$ cat config.mk
export PLATFORM = sky130hd
export DESIGN_NAME = lcd_host_port
export DESIGN_NICKNAME = d
export VERILOG_FILES = /design/src/lcd_host_port.v /design/src/pin_sync.v /design/src/pixel_fifo.v
export VERILOG_INCLUDE_DIRS = /design/src
export SDC_FILE = /design/constraint.sdc
export NUM_CORES = 1
export LEC_CHECK = 0
export BUFFER_PORTS_ARGS = -buffer_cell sky130_fd_sc_hd__buf_2
export CAP_MARGIN = 25
export CORE_MARGIN = 3
export CORE_UTILIZATION = 59
export DETAILED_ROUTE_END_ITERATION = 12
export PLACE_DENSITY_LB_ADDON = 0.1
export SLEW_MARGIN = 30
export SYNTH_ARGS = -nofsm -noshare
export SYNTH_HDL_FRONTEND = slang
export SYNTH_SLANG_ARGS = --single-unit
$ cat constraint.sdc
create_clock -name ref_clk_i -period 5.5 [get_ports ref_clk_i]
set_clock_uncertainty 0.15 [all_clocks]
set_input_delay 1.1 -clock ref_clk_i [delete_from_list [all_inputs] [get_ports ref_clk_i]]
set_output_delay 1.1 -clock ref_clk_i [all_outputs]
set_load 0.02 [all_outputs]
$ cat src/lcd_host_regs.vh
// constants of the display controller host interface
`ifndef LCD_HOST_REGS_VH
`define LCD_HOST_REGS_VH

// interface select codes
`define IF_PAR8 4'h0
`define IF_PAR9 4'h2
`define IF_SER3 4'h5
`define IF_SER4 4'h6
`define IF_SER3_SDO 4'hd
`define IF_SER4_SDO 4'he

// commands the interface itself reacts to
`define CMD_MEM_WRITE 8'h2c
`define CMD_MEM_READ 8'h2e
`define CMD_LANE_CFG 8'he7
`define LANE_CFG_TWO 8'h10
`define CMD_STAT_FIRST 8'h0a
`define CMD_STAT_LAST 8'h0f
`define CMD_ID_ALL 8'h04
`define CMD_STATUS_ALL 8'h09
`define CMD_ID_ONE 8'hda
`define CMD_ID_TWO 8'hdb
`define CMD_ID_THREE 8'hdc

// serial packet and read lengths in bits
`define SER_BYTE_BITS 4'h8
`define RD_LEN_SHORT 6'h08
`define RD_LEN_ID 6'h18
`define RD_LEN_STATUS 6'h20

// pixel buffer geometry
`define PIX_WIDTH 9
`define PIX_DEPTH 16

`endif

$ cat src/lcd_host_port.v
// host command/data port: 8080 parallel and serial links
`timescale 1ns/1ns
`default_nettype none
`include "lcd_host_regs.vh"
module lcd_host_port #(
    parameter PIX_DEPTH = `PIX_DEPTH
) (
    // clock and reset
    input wire ref_clk_i,
    input wire rst_i,
    // host pins
    input wire [3:0] interface_select_pins_i,
    input wire chip_select_n_i,
    input wire write_strobe_n_i,
    input wire read_strobe_n_i,
    input wire cmd_data_pin_i,
    input wire [8:0] data_i,
    output reg [8:0] data_o,
    output wire [8:0] data_oe_n_o,
    input wire sda_i,
    output reg sda_o,
    output wire sda_oe_n_o,
    output reg serial_data_out_o,
    output wire serial_data_out_oe_n_o,
    // decoded commands and parameters
    output reg cmd_valid_o,
    output reg [7:0] cmd_o,
    output reg param_valid_o,
    output reg [7:0] param_o,
    // display RAM write stream
    output wire ram_valid_o,
    input wire ram_ready_i,
    output wire [8:0] ram_data_o,
    output reg ram_overflow_o,
    // read-back sources
    input wire [31:0] reg_rd_data_i,
    input wire [8:0] ram_rd_data_i,
    output reg ram_rd_pulse_o,
    // status
    output reg two_lane_o,
    output reg mode_reserved_o
);
    // synchronised pins
    wire [17:0] pins_s;
    wire [3:0] mode_s;
    wire cs_n_s;
    wire wr_n_s;
    wire rd_n_s;
    wire dcx_s;
    wire sda_s;
    wire [8:0] bus_s;
    reg wr_prev_q;
    reg rd_prev_q;
    reg dcx_prev_q;
    // byte assembly and read state
    reg [3:0] dcnt_q;
    reg flag_got_q;
    reg sflag_q;
    reg [7:0] sh_q;
    reg srd_q;
    reg sloaded_q;
    reg [5:0] rbits_q;
    reg [31:0] sout_q;
    reg pdrive_q;
    reg [1:0] pidx_q;
    reg ram_wr_q;
    // fifo fill side
    reg fifo_valid;
    reg [8:0] fifo_data;
    wire fifo_ready;
    // dispatch of one finished byte
    reg byte_done;
    reg byte_flag;
    reg [8:0] byte_val;

    function [2:0] mode_class;
        input [3:0] m;
        begin
            case (m)
                `IF_PAR8: mode_class = 3'h1;
                `IF_PAR9: mode_class = 3'h2;
                `IF_SER3: mode_class = 3'h3;
                `IF_SER3_SDO: mode_class = 3'h3;
                `IF_SER4: mode_class = 3'h4;
                `IF_SER4_SDO: mode_class = 3'h4;
                default: mode_class = 3'h0;
            endcase
        end
    endfunction

    function [5:0] read_len;
        input [7:0] c;
        begin
            if (c == `CMD_ID_ALL) begin
                read_len = `RD_LEN_ID;
            end else if (c == `CMD_STATUS_ALL) begin
                read_len = `RD_LEN_STATUS;
            end else if ((c >= `CMD_STAT_FIRST && c <= `CMD_STAT_LAST) || c == `CMD_ID_ONE
                    || c == `CMD_ID_TWO || c == `CMD_ID_THREE) begin
                read_len = `RD_LEN_SHORT;
            end else begin
                read_len = 6'h00;
            end
        end
    endfunction

    // all host pins treated as asynchronous
    pin_sync #(.W(18)) u_sync (
        .ref_clk_i(ref_clk_i),
        .rst_i(rst_i),
        .async_i({interface_select_pins_i, chip_select_n_i, write_strobe_n_i, read_strobe_n_i,
                  cmd_data_pin_i, sda_i, data_i}),
        .sync_o(pins_s)
    );
    assign mode_s = pins_s[17:14];
    assign cs_n_s = pins_s[13];
    assign wr_n_s = pins_s[12];
    assign rd_n_s = pins_s[11];
    assign dcx_s = pins_s[10];
    assign sda_s = pins_s[9];
    assign bus_s = pins_s[8:0];
    wire [2:0] mcls = mode_class(mode_s);
    wire is_par = (mcls == 3'h1) || (mcls == 3'h2);
    wire is_nine = (mcls == 3'h2);
    wire is_ser3 = (mcls == 3'h3);
    wire is_ser = is_ser3 || (mcls == 3'h4);
    wire sep_out = (mode_s == `IF_SER3_SDO) || (mode_s == `IF_SER4_SDO);
    wire cs_act = ~cs_n_s;
    // write edge and read falling edge gated by chip select
    wire wr_rise = is_par & cs_act & wr_n_s & ~wr_prev_q;
    wire rd_fall = is_par & cs_act & ~rd_n_s & rd_prev_q;
    wire rd_rise = rd_n_s & ~rd_prev_q;
    // serial clock arrives on the flag pin
    wire sclk_rise = is_ser & cs_act & dcx_s & ~dcx_prev_q;
    wire sclk_fall = is_ser & cs_act & ~dcx_s & dcx_prev_q;
    // both lanes used for RAM data in 2-lane mode
    wire lane_pair = two_lane_o & is_ser3 & ram_wr_q & sflag_q;
    wire [3:0] dcnt_step = lane_pair ? 4'h2 : 4'h1;
    wire [3:0] dcnt_next = dcnt_q + dcnt_step;
    // lane one carries the higher bit of each pair
    wire [7:0] sh_next = lane_pair ? {sh_q[5:0], sda_s, wr_n_s} : {sh_q[6:0], sda_s};
    wire data_edge = sclk_rise & ~srd_q & ~(is_ser3 & ~flag_got_q);
    // finished byte from either port
    always @* begin
        byte_done = 1'b0;
        byte_flag = 1'b0;
        byte_val = 9'h000;
        if (wr_rise) begin
            // capture at write strobe rising edge
            byte_done = 1'b1;
            byte_flag = dcx_s;
            // ninth line only for RAM data
            byte_val = (is_nine & dcx_s & ram_wr_q) ? bus_s : {1'b0, bus_s[7:0]};
        end else if (data_edge && dcnt_next >= `SER_BYTE_BITS) begin
            byte_done = 1'b1;
            // 4-line flag sampled on eighth edge
            byte_flag = is_ser3 ? sflag_q : wr_n_s;
            byte_val = {1'b0, sh_next};
        end
    end
    // edge history starts at the synchronisers' idle level
    always @(posedge ref_clk_i or posedge rst_i) begin
        if (rst_i) begin
            wr_prev_q <= 1'b1;
            rd_prev_q <= 1'b1;
            dcx_prev_q <= 1'b1;
            mode_reserved_o <= 1'b0;
        end else begin
            wr_prev_q <= wr_n_s;
            rd_prev_q <= rd_n_s;
            dcx_prev_q <= dcx_s;
            mode_reserved_o <= (mcls == 3'h0);
        end
    end
    // serial packet assembly
    always @(posedge ref_clk_i or posedge rst_i) begin
        if (rst_i) begin
            dcnt_q <= 4'h0;
            flag_got_q <= 1'b0;
            sflag_q <= 1'b0;
            sh_q <= 8'h00;
        end else if (cs_n_s | ~is_ser) begin
            // idle or aborted: partial bits dropped
            dcnt_q <= 4'h0;
            flag_got_q <= 1'b0;
            sh_q <= 8'h00;
        end else if (sclk_rise & ~srd_q) begin
            if (is_ser3 & ~flag_got_q) begin
                // flag bit leads the 3-line packet
                sflag_q <= sda_s;
                flag_got_q <= 1'b1;
            end else if (byte_done) begin
                // next edge starts the next packet
                dcnt_q <= 4'h0;
                flag_got_q <= 1'b0;
                sh_q <= 8'h00;
            end else begin
                sh_q <= sh_next;
                dcnt_q <= dcnt_next;
            end
        end
    end
    // command, parameter and RAM dispatch
    always @(posedge ref_clk_i or posedge rst_i) begin
        if (rst_i) begin
            cmd_valid_o <= 1'b0;
            cmd_o <= 8'h00;
            param_valid_o <= 1'b0;
            param_o <= 8'h00;
            ram_wr_q <= 1'b0;
            two_lane_o <= 1'b0;
            ram_overflow_o <= 1'b0;
        end else begin
            cmd_valid_o <= 1'b0;
            param_valid_o <= 1'b0;
            ram_overflow_o <= 1'b0;
            if (mode_s != `IF_SER3) begin
                two_lane_o <= 1'b0;
            end
            if (byte_done & ~byte_flag) begin
                cmd_o <= byte_val[7:0];
                cmd_valid_o <= 1'b1;
                ram_wr_q <= (byte_val[7:0] == `CMD_MEM_WRITE);
            end else if (byte_done & ram_wr_q) begin
                ram_overflow_o <= ~fifo_ready;
            end else if (byte_done) begin
                param_o <= byte_val[7:0];
                param_valid_o <= 1'b1;
                if (cmd_o == `CMD_LANE_CFG && mode_s == `IF_SER3) begin
                    two_lane_o <= (byte_val[7:0] == `LANE_CFG_TWO);
                end
            end
        end
    end
    always @* begin
        fifo_valid = byte_done & byte_flag & ram_wr_q;
        fifo_data = byte_val;
    end
    pixel_fifo #(.WIDTH(`PIX_WIDTH), .DEPTH(PIX_DEPTH)) u_fifo (
        .ref_clk_i(ref_clk_i),
        .rst_i(rst_i),
        .in_valid_i(fifo_valid),
        .in_ready_o(fifo_ready),
        .in_data_i(fifo_data),
        .out_valid_o(ram_valid_o),
        .out_ready_i(ram_ready_i),
        .out_data_o(ram_data_o)
    );
    // serial read-back
    always @(posedge ref_clk_i or posedge rst_i) begin
        if (rst_i) begin
            srd_q <= 1'b0;
            sloaded_q <= 1'b0;
            rbits_q <= 6'h00;
            sout_q <= 32'h00000000;
            sda_o <= 1'b0;
            serial_data_out_o <= 1'b0;
        end else if (cs_n_s | ~is_ser) begin
            // read ends when chip select rises
            srd_q <= 1'b0;
            sloaded_q <= 1'b0;
            rbits_q <= 6'h00;
        end else if (byte_done & ~byte_flag & is_ser) begin
            // read command turns the line round
            srd_q <= (read_len(byte_val[7:0]) != 6'h00);
            rbits_q <= read_len(byte_val[7:0]);
            sloaded_q <= 1'b0;
        end else if (sclk_fall & srd_q & rbits_q != 6'h00) begin
            if (sloaded_q) begin
                sda_o <= sout_q[31];
                serial_data_out_o <= sout_q[31];
                sout_q <= {sout_q[30:0], 1'b0};
            end else begin
                sda_o <= reg_rd_data_i[31];
                serial_data_out_o <= reg_rd_data_i[31];
                sout_q <= {reg_rd_data_i[30:0], 1'b0};
                sloaded_q <= 1'b1;
            end
            rbits_q <= rbits_q - 6'h01;
        end else if (sclk_fall & srd_q) begin
            srd_q <= 1'b0;
        end
    end

    // drive only after the command's last falling edge
    wire ser_drive = srd_q & sloaded_q;
    // separate-output variants keep the data pin input only
    assign sda_oe_n_o = ~(ser_drive & ~sep_out);
    assign serial_data_out_oe_n_o = ~(ser_drive & sep_out);

    // parallel read-back
    always @(posedge ref_clk_i or posedge rst_i) begin
        if (rst_i) begin
            pdrive_q <= 1'b0;
            pidx_q <= 2'h0;
            data_o <= 9'h000;
            ram_rd_pulse_o <= 1'b0;
        end else begin
            ram_rd_pulse_o <= 1'b0;
            if (byte_done & ~byte_flag) begin
                pidx_q <= 2'h0;
            end
            if (cs_n_s | ~is_par | rd_rise) begin
                pdrive_q <= 1'b0;
            end else if (rd_fall) begin
                // bus driven after read strobe falls
                pdrive_q <= 1'b1;
                if (cmd_o == `CMD_MEM_READ) begin
                    // RAM reads use nine lines in 9-bit mode
                    data_o <= is_nine ? ram_rd_data_i : {1'b0, ram_rd_data_i[7:0]};
                    ram_rd_pulse_o <= 1'b1;
                end else begin
                    case (pidx_q)
                        2'h0: data_o <= {1'b0, reg_rd_data_i[31:24]};
                        2'h1: data_o <= {1'b0, reg_rd_data_i[23:16]};
                        2'h2: data_o <= {1'b0, reg_rd_data_i[15:8]};
                        default: data_o <= {1'b0, reg_rd_data_i[7:0]};
                    endcase
                    pidx_q <= pidx_q + 2'h1;
                end
            end
        end
    end

    assign data_oe_n_o = ~{pdrive_q & is_nine, {8{pdrive_q}}};
endmodule
`default_nettype wire

$ cat src/pin_sync.v
// two-stage synchroniser for a bundle of asynchronous pins
`timescale 1ns/1ns
`default_nettype none
module pin_sync #(
    parameter W = 1
) (
    // clock and reset
    input wire ref_clk_i,
    input wire rst_i,
    // pins and synchronised copy
    input wire [W-1:0] async_i,
    output reg [W-1:0] sync_o
);
    reg [W-1:0] meta_q;

    always @(posedge ref_clk_i or posedge rst_i) begin
        if (rst_i) begin
            meta_q <= {W{1'b1}};
            sync_o <= {W{1'b1}};
        end else begin
            meta_q <= async_i;
            sync_o <= meta_q;
        end
    end
endmodule
`default_nettype wire

$ cat src/pixel_fifo.v
// synchronous fifo with valid/ready on both sides
`timescale 1ns/1ns
`default_nettype none
module pixel_fifo #(
    parameter WIDTH = 9,
    parameter DEPTH = 16
) (
    // clock and reset
    input wire ref_clk_i,
    input wire rst_i,
    // fill side
    input wire in_valid_i,
    output wire in_ready_o,
    input wire [WIDTH-1:0] in_data_i,
    // drain side
    output wire out_valid_o,
    input wire out_ready_i,
    output wire [WIDTH-1:0] out_data_o
);
    localparam AW = $clog2(DEPTH);

    reg [WIDTH-1:0] mem [0:DEPTH-1];
    reg [AW-1:0] wr_ptr_q;
    reg [AW-1:0] rd_ptr_q;
    reg [AW:0] count_q;
    wire push;
    wire pop;

    assign in_ready_o = (count_q != DEPTH[AW:0]);
    assign out_valid_o = (count_q != {(AW+1){1'b0}});
    assign out_data_o = mem[rd_ptr_q];
    assign push = in_valid_i & in_ready_o;
    assign pop = out_valid_o & out_ready_i;

    always @(posedge ref_clk_i) begin
        if (push) begin
            mem[wr_ptr_q] <= in_data_i;
        end
    end

    always @(posedge ref_clk_i or posedge rst_i) begin
        if (rst_i) begin
            wr_ptr_q <= {AW{1'b0}};
            rd_ptr_q <= {AW{1'b0}};
            count_q <= {(AW+1){1'b0}};
        end else begin
            if (push) begin
                wr_ptr_q <= (wr_ptr_q == DEPTH[AW-1:0] - 1'b1) ? {AW{1'b0}} : wr_ptr_q + 1'b1;
            end
            if (pop) begin
                rd_ptr_q <= (rd_ptr_q == DEPTH[AW-1:0] - 1'b1) ? {AW{1'b0}} : rd_ptr_q + 1'b1;
            end
            if (push & ~pop) begin
                count_q <= count_q + 1'b1;
            end else if (pop & ~push) begin
                count_q <= count_q - 1'b1;
            end
        end
    end
endmodule
`default_nettype wire

==> out/results.ini, run 1 <==
[global_routing]
first_global_vias = 7639
grt_pass1_wl_um = 42100
grt_max_degree = 65
grt.total_usage = 0.241
antenna_found_initial = 0
grt_overflow = 0

[yosys]
yosysWarnings = 0
netlist_area_um2 = 12000
async_reset_ff_frac = 0.493
yosys.area.top_type_share = 0.359
synthesis.nets = 930
yosysUniqueCellTypes = 73
synth_cells = 849
synth_edf_count = 144
synth_area_per_cell_um2 = 14.2
synth-main-ff-cell = edfxtp_1
seq_area_frac_synth = 0.654
yosysTopAreaCell = edfxtp_1
ys_top_cells_by_area = edfxtp_1 36%, dfrtp_1 21%, dfstp_2 8.5%
ys_ff_latch = 284

[power_and_ir_drop]
power.density_nw_per_um2 = 378
clockPowerShare = 0.383
ir_worst_vdd_uv = 296
power.switching_mw = 1.36
power.internal_mw = 3.87
p_seq_frac = 0.475
power_frac_comb = 0.141
leakage_nw = 5.21
swShare = 0.260
power_mw = 5.22

[critical_path]
cp-start-kind = flop
required_ns = 5.77
worstSetupPathType = flop to flop
reg2reg_to = u_fifo.count_q[4]
r2r_slack_ns = 0.69
rr_startpoint = u_sync.sync_o[16]
end_kind = flop
r2r_cells = 17
max_stage_delay_ns = 0.62
crit_slowest_cell = dfstp_2
crit_arrival_ns = 5.08
path_max_fanout = 12
crit_chain = nand3b_1, nor2_2, inv_2, ha_1, nand3_1, o2bb2ai_1, a32o_1, nand2_1, a21oi_1, ha_1, inv_1, fa_1, a21o_1, a21oi_1, xnor2_1, nor2_1, xor2_1

[finish]
fin_nets = 1036
instances_no_fill = 1243
layout-drive-gt1-share = 0.300
fin_area_um2 = 13800
mostFrequentLayoutCells = 144 x edfxtp_1, 115 x buf_2, 109 x nand2_1
final_common_cell = edfxtp_1
regArea_um2 = 7880
utilization = 0.699
nFillCells = 1371
antenna_cells = 0
area_delta_synth_final_pct = 14.8
multi_input_area_um2 = 3870

[clock_network]
post_cts_buffers = 0
h-tree-depth = 1
ctsHoldBuffers = 0
cts_resized = 0
clock_sinks = 284
cts_buffer_depth = 3
clockRootBuffer = clkbuf_16
numCtsBuffers = 29
clock_latency_ns = 0.54
cts_tree = yes
cts.clk_slew.worst_paths_ns = 0.06

[placement]
place_area_um2 = 12800
io_buffers = 115
pre_cts_ws_ns = 0.755
place_congestion = 0.912
dp.cells = 1188
dp_hpwl_um = 17700

[sta]
rsz0062_at_grt = no
finalSetupViolCount = 0
fin_crit_sh = 0.875
tightest_slew_ns = 0.965
hold-worst-slack_ns = 0.203
layout_setup_ws_ns = 0.688
relSlewSlack = 0.354
finalHoldViolations = 0
max_freq_mhz = 208
fin_crit_ns = 4.81
tns_ns = 0
maxSlewViolCount = 0

[outcome]
status = finished clean

[min_path]
min_path_cells = 0
min_to = u_sync.sync_o[11]
hold_path_class = flop to flop
min_from = u_sync.meta_q[11]

[detailed_routing]
wl_um = 26100
routedWlPerCell_um = 21.0
ant_nets = 0
drt_pre_antenna_iters = 5
vias_per_cell = 5.96
dr.first_iter.drc_count = 517
num_vias = 7410
drc_errors = 0

[floorplan]
core_area_um2 = 19800
ios = 116
start_util = 0.609
dieArea_um2 = 22200
die_h_um = 149
rows = 51
die_w_um = 149

[run]
drv_cap = 0

-- metal layers --
layer  vias up  GRT usage  share of wire
met5         -          0              0
met4         0     0.0609          0.019
met3        44     0.0307          0.049
met2       234      0.411           0.52
met1      3760      0.338           0.41
li1       3372          -              -
-- worst max path at each step --
stage / start / to / slack (ns) / cells past startpoint
5_1_grt: u_sync.sync_o[16] / u_fifo.count_q[4] / 0.32 / 17
6_report: u_sync.sync_o[16] / u_fifo.count_q[4] / 0.69 / 17
4_1_cts: u_sync.sync_o[16] / u_fifo.count_q[4] / 0.75 / 17
3_3_place_gp: u_sync.sync_o[16] / u_fifo.count_q[4] / 0.97 / 17
3_5_place_dp: u_sync.sync_o[16] / u_fifo.count_q[4] / 0.76 / 17
2_1_floorplan: rst_i / cmd_o[0] / 0.56 / 1
-- power by group through the flow --
| stage | Combinational [mW] | Clock (mW) | Sequential, mW |
|---|---|---|---|
| after global routing | 0.810 | 2.13 | 2.50 |
| final | 0.739 | 2.00 | 2.48 |
| after CTS | 0.751 | 2.03 | 2.49 |
| after global placement | 0.717 | 0 | 2.51 |
| after floorplan | 0.597 | 0 | 2.43 |
| after detailed placement | 0.748 | 0 | 2.52 |
-- critical path: cells and delay by family, from the launching register on --
family,cells,cell delay [ns]
compound gates,5,1.53
simple gates,5,0.79
xor+xnor,2,0.30
buf+inv,2,0.29
fa+ha+maj,3,1.01
flops,1,0.62
-- flip-flops by register name, indices dropped and copies added, names as in the netlist, 4 cells and up --
name / flops
u_fifo.mem: 144
sout_q: 31
u_sync.meta_q: 18
u_sync.sync_o: 18
data_o: 9
cmd_o: 8
param_o: 8
sh_q: 7
rbits_q: 6
u_fifo.count_q: 5
dcnt_q: 4
u_fifo.rd_ptr_q: 4
u_fifo.wr_ptr_q: 4
-- area by class of cell --
| class | instances | share of cell area |
|---|---|---|
| Timing Repair Buffer | 124 | 0.0474 |
| Sequential cell | 284 | 0.570 |
| Inverter | 23 | 0.00660 |
| Clock inverter | 17 | 0.0109 |
| Multi-Input combinational cell | 493 | 0.280 |
| Clock buffer | 37 | 0.0614 |
| Tap cell | 265 | 0.0240 |
-- cells by family after synthesis --
group | Yosys count | synth area share
xor gates and xnor gates | 14 | 0.0102
adders and majority gates | 19 | 0.0210
AOI/OAI and AO/OA | 155 | 0.0792
DFF | 284 | 0.654
buffers and inverters | 72 | 0.0280
and+or+nand+nor | 217 | 0.0870
muxes | 88 | 0.121
-- cells in the mapped netlist (4+ instances only) --
cell,n
nand4_1,5
nand2_1,109
mux2i_1,35
inv_1,22
mux2_2,8
a211oi_1,4
a21o_1,6
dfrtp_1,101
mux4_2,45
o21ai_0,86
buf_4,11
a21oi_1,21
xor2_1,5
ha_1,17
xnor2_1,9
a22o_1,6
a222oi_1,8
nand3_1,11
nor3_1,8
nand2b_1,8
edfxtp_1,144
clkbuf_1,27
dfstp_2,39
nor4_1,6
nor2_1,37
buf_1,5
Note: power is estimated with default switching activity, not from simulation.
==> run 2: changes to the inputs <==
--- a/config.mk
+++ b/config.mk
@@ -6,7 +6,7 @@
 export SDC_FILE = /design/constraint.sdc
 export NUM_CORES = 1
 export LEC_CHECK = 0
-export BUFFER_PORTS_ARGS = -buffer_cell sky130_fd_sc_hd__buf_2
+export BUFFER_PORTS_ARGS = -buffer_cell sky130_fd_sc_hd__buf_4
 export CAP_MARGIN = 25
 export CORE_MARGIN = 3
 export CORE_UTILIZATION = 59
==> out/results.ini, run 2 (same netlist as run 1, synthesis figures left out) <==
[floorplan]
start_util = 0.609
core_area_um2 = 19800
ios = 116
dieArea_um2 = 22200
die_h_um = 149
rows = 51
die_w_um = 149

[min_path]
min_from = u_sync.meta_q[17]
hold_path_class = flop to flop

[run]
drv_cap = 0

[detailed_routing]
dr.first_iter.drc_count = 519
wl_um = 26400
routedWlPerCell_um = 21.3
ant_nets = 0
drt_pre_antenna_iters = 5
vias_per_cell = 5.94
drc_errors = 0
num_vias = 7362

[global_routing]
first_global_vias = 7628
grt.total_usage = 0.244
grt_max_degree = 101
grt_overflow = 0
grt_pass1_wl_um = 42300
antenna_found_initial = 0

[clock_network]
cts_buffer_depth = 3
cts.clk_slew.worst_paths_ns = 0.06
cts_resized = 0
clock_latency_ns = 0.52
post_cts_buffers = 0
h-tree-depth = 1
ctsHoldBuffers = 0
clockRootBuffer = clkbuf_16
cts_tree = yes
numCtsBuffers = 28
clock_sinks = 284

[sta]
finalSetupViolCount = 0
relSlewSlack = 0.364
maxSlewViolCount = 0
max_freq_mhz = 211
rsz0062_at_grt = no
finalHoldViolations = 0
fin_crit_ns = 4.74
fin_crit_sh = 0.861
tightest_slew_ns = 0.950
tns_ns = 0

[power_and_ir_drop]
power.density_nw_per_um2 = 363
swShare = 0.256
power_frac_comb = 0.164
p_seq_frac = 0.481
leakage_nw = 5.23
ir_worst_vdd_uv = 264
power.switching_mw = 1.30
clockPowerShare = 0.355
power.internal_mw = 3.77

[critical_path]
rr_startpoint = u_sync.sync_o[16]
r2r_slack_ns = 0.76
crit_arrival_ns = 4.99
end_kind = flop
startpoint = u_sync.sync_o[16]
worstSetupPathType = flop to flop
required_ns = 5.75
cp-start-kind = flop
path_max_fanout = 12

[finish]
top_register = u_fifo.mem
final_common_cell = edfxtp_1
fin_area_um2 = 14000
reg_top3 = u_fifo.mem x144, sout_q x31
fin_nets = 1034
largest_reg_flops = 144
area_delta_synth_final_pct = 16.0
mostFrequentLayoutCells = 144 x edfxtp_1, 123 x buf_4, 109 x nand2_1
layout-drive-gt1-share = 0.284
antenna_cells = 0

[placement]
place_area_um2 = 13100
dp_hpwl_um = 18200
place_congestion = 0.905
io_buffers = 115

[outcome]
status = finished clean

==> run 2: final timing paths <==
check,to,cells past startpoint
setup / recovery,u_fifo.count_q[4],17
hold / removal,u_sync.sync_o[17],0
setup reg to reg,u_fifo.count_q[4],17
hold reg to reg,u_sync.sync_o[17],0
max in group asynchronous,u_sync.sync_o[12],3
min in group asynchronous,data_o[8],2
==> run 2: per-layer routing <==
layer	part of all wire	GRT usage	routed length [um]	vias to the layer above
met5	0	0	0	-
met1	0.41	0.332	10900	3743
met2	0.52	0.428	13800	228
met4	0.012	0.0439	324	0
li1	-	-	-	3360
met3	0.053	0.0380	1400	31
==> run 2: layout make-up <==
class	count	area, um^2
flip-flops and latches	284	7880
fillers	1332	5810
multi-input cells	493	3860
repair buffers	123	923
clock buffers	43	802
well taps	265	332
inverters	23	93.8
clock inverters	9	71.3
==> run 2: worst max-delay path, cell delays in order, from the launching register on <==
cell and delay [ns]:
dfstp_2 0.62, nand3b_1 0.19, nor2_2 0.34, inv_2 0.18
ha_1 0.26, nand3_1 0.10, o2bb2ai_1 0.21, a32o_1 0.31
nand2_1 0.12, a21oi_1 0.59, ha_1 0.31, inv_1 0.11
fa_1 0.42, a21o_1 0.19, a21oi_1 0.16, xnor2_1 0.13
nor2_1 0.06, xor2_1 0.14
==> run 2: power by group through the flow <==
stage	Clock (mW)	Combinational [mW]	Sequential, mW
floorplan	0	0.597	2.43
global placement	0	0.810	2.47
detailed placement	0	0.839	2.48
CTS	1.83	0.842	2.44
global route	1.92	0.908	2.45
finish	1.80	0.832	2.44
==> run 2: metrics by stage <==
| step | worst slack (ns) | total power, mW | cells | hold WS (ns) | util |
|---|---|---|---|---|---|
| 2_1_floorplan | 0.562 | 3.03 | 849 | 0.195 | - |
| 3_3_place_gp | 0.961 | 3.28 | 1188 | 0.195 | 0.660 |
| 3_5_place_dp | 0.836 | 3.31 | 1188 | 0.197 | 0.661 |
| 4_1_cts | 0.818 | 5.11 | 1240 | 0.205 | 0.705 |
| 5_1_grt | 0.350 | 5.29 | 1240 | 0.211 | 0.706 |
| 6_report | 0.764 | 5.07 | 1240 | 0.205 | 0.706 |
==> run 3: changes to the inputs <==
--- a/config.mk
+++ b/config.mk
@@ -15,4 +15,5 @@
 export SLEW_MARGIN = 30
 export SYNTH_ARGS = -nofsm -noshare
 export SYNTH_HDL_FRONTEND = slang
+export SYNTH_HIERARCHICAL = 1
 export SYNTH_SLANG_ARGS = --single-unit
==> out/results.ini, run 3 <==
[outcome]
status = finished clean

[clock_network]
h-tree-depth = 1
cts_tree = yes
post_cts_buffers = 0
cts_resized = 0
numCtsBuffers = 28
clockRootBuffer = clkbuf_16
cts_buffer_depth = 3
clock_sinks = 284
ctsHoldBuffers = 0
cts.clk_slew.worst_paths_ns = 0.06
clock_latency_ns = 0.52

[detailed_routing]
ant_nets = 0
routedWlPerCell_um = 20.1
dr.first_iter.drc_count = 488
drc_errors = 0
vias_per_cell = 5.88
drt_pre_antenna_iters = 5
wl_um = 25500
num_vias = 7443

[floorplan]
ios = 116
core_area_um2 = 19800
start_util = 0.612
die_w_um = 150
die_h_um = 150
rows = 51
dieArea_um2 = 22400

[sta]
rsz0062_at_grt = no
maxSlewViolCount = 0
tightest_slew_ns = 0.979
relSlewSlack = 0.347
fin_crit_ns = 4.94
layout_setup_ws_ns = 0.564
max_freq_mhz = 203
finalSetupViolCount = 0
tns_ns = 0
finalHoldViolations = 0
fin_crit_sh = 0.897

[critical_path]
max_stage_delay_ns = 0.58
r2r_cells = 16
worstSetupPathType = flop to flop
reg2reg_to = u_fifo/count_q[4]
path_max_fanout = 10
cp-start-kind = flop
required_ns = 5.76
crit_slowest_cell = dfstp_2
cp_num_buf_inv = 2
r2r_slack_ns = 0.56
crit_chain = nand3b_2, nor2_1, inv_1, ha_1, nand3_1, a32oi_4, o41ai_2, and2_1, a21boi_1, ha_1, inv_1, fa_1, a21o_1, a2111oi_0, a31oi_1, a221o_1
end_kind = flop
crit_arrival_ns = 5.19
cp_top_family = compound AO/OA/AOI/OAI gates
rr_startpoint = u_sync/sync_o[16]

[global_routing]
first_global_vias = 7558
grt.total_usage = 0.232
antenna_found_initial = 0
grt_max_degree = 65
grt_overflow = 0
grt_pass1_wl_um = 40700

[finish]
reg_top3 = u_fifo/mem x144, sout_q x31
antenna_cells = 0
mostFrequentLayoutCells = 144 x edfxtp_1, 124 x buf_4, 112 x nand2_1
nFillCells = 1353
layout-drive-gt1-share = 0.254
fin_area_um2 = 14100
largest_reg_flops = 144
top_register = u_fifo/mem
final_common_cell = edfxtp_1
area_delta_synth_final_pct = 16.2
fin_nets = 1060

[yosys]
synth_area_per_cell_um2 = 14.0
yosys.area.top_type_share = 0.356
async_reset_ff_frac = 0.493
synth-main-ff-cell = edfxtp_1
seq_area_frac_synth = 0.648
synth_edf_count = 144
synthesis.nets = 952
netlist_area_um2 = 12200
ys_top_cells_by_area = edfxtp_1 36%, dfrtp_1 21%, dfstp_2 8.4%
ys_top_cells_by_count = 144 x edfxtp_1, 112 x nand2_1, 101 x dfrtp_1
synth_cells = 871
yosysUniqueCellTypes = 74
yosysTopAreaCell = edfxtp_1
yosysWarnings = 6
synth.most_common_cell = edfxtp_1
ys_ff_latch = 284

[placement]
pre_cts_ws_ns = 0.646
place_area_um2 = 13200
place_congestion = 0.872
dp_hpwl_um = 17200
io_buffers = 115

[min_path]
min_to = u_sync/sync_o[4]
min_from = u_sync/meta_q[4]
min_path_cells = 0
hold_path_class = flop to flop

[run]
drv_cap = 0

[power_and_ir_drop]
leakage_nw = 5.35
power.density_nw_per_um2 = 383
ir_worst_vdd_uv = 302

## run 3: cell types whose count changed after synthesis, sizes merged, moves of 6 or more
cell,delta
and2,+23
a22oi,+17
mux4,-9
nor2,-8
nor2b,+7
a21oi,-6
## run 3: worst max-delay path by stage
stage | slack (ns) | depth (start not counted) | from | to
finish | 0.56 | 16 | u_sync/sync_o[16] | u_fifo/count_q[4]
global route | 0.26 | 16 | u_sync/sync_o[16] | u_fifo/count_q[4]
CTS | 0.61 | 16 | u_sync/sync_o[16] | u_fifo/count_q[4]
detailed placement | 0.65 | 16 | u_sync/sync_o[16] | u_fifo/count_q[4]
global placement | 0.77 | 15 | u_sync/sync_o[16] | u_fifo/count_q[4]
floorplan | 0.72 | 16 | u_sync/sync_o[16] | u_fifo/count_q[4]
## run 3: area by class of cell
| type | count | area, um^2 | share of cell area |
|---|---|---|---|
| flip-flops and latches | 284 | 7880 | 0.558 |
| inverters | 23 | 88.8 | 0.00629 |
| clock inverters | 13 | 113 | 0.00797 |
| repair buffers | 124 | 931 | 0.0659 |
| clock buffers | 39 | 815 | 0.0577 |
| well taps | 265 | 332 | 0.0235 |
| multi-input cells | 518 | 3960 | 0.281 |
## run 3: logic make-up after synthesis
logic type	synth area share
simple gates	0.0981
fa+ha+maj	0.0208
compound gates	0.0938
flops	0.648
mux	0.105
buf+inv	0.0273
xor+xnor	0.00721
## run 3: stage by stage
step                      hold WS [ns]   util  std cells  power (mW)
after floorplan                  0.195      -        871        3.20
after global placement           0.196  0.664       1214        3.55
after global routing             0.208  0.712       1266        5.65
after CTS                        0.205  0.711       1266        5.46
final                            0.204  0.712       1266        5.41
after detailed placement         0.197  0.664       1214        3.58
## run 3: layer usage
layer	track usage	wire length [um]	part of all wire	up-vias
li1	-	-	-	3465
met4	0.0549	484	0.019	0
met1	0.328	11000	0.43	3717
met3	0.0360	1240	0.049	34
met5	0	0	0	-
met2	0.386	12700	0.50	227
## run 3: power by group
group	switching (mW)	leakage, nW	internal, mW
registers	0.152	2.69	2.31
clock network	0.757	0.459	1.12
logic	0.570	2.21	0.497
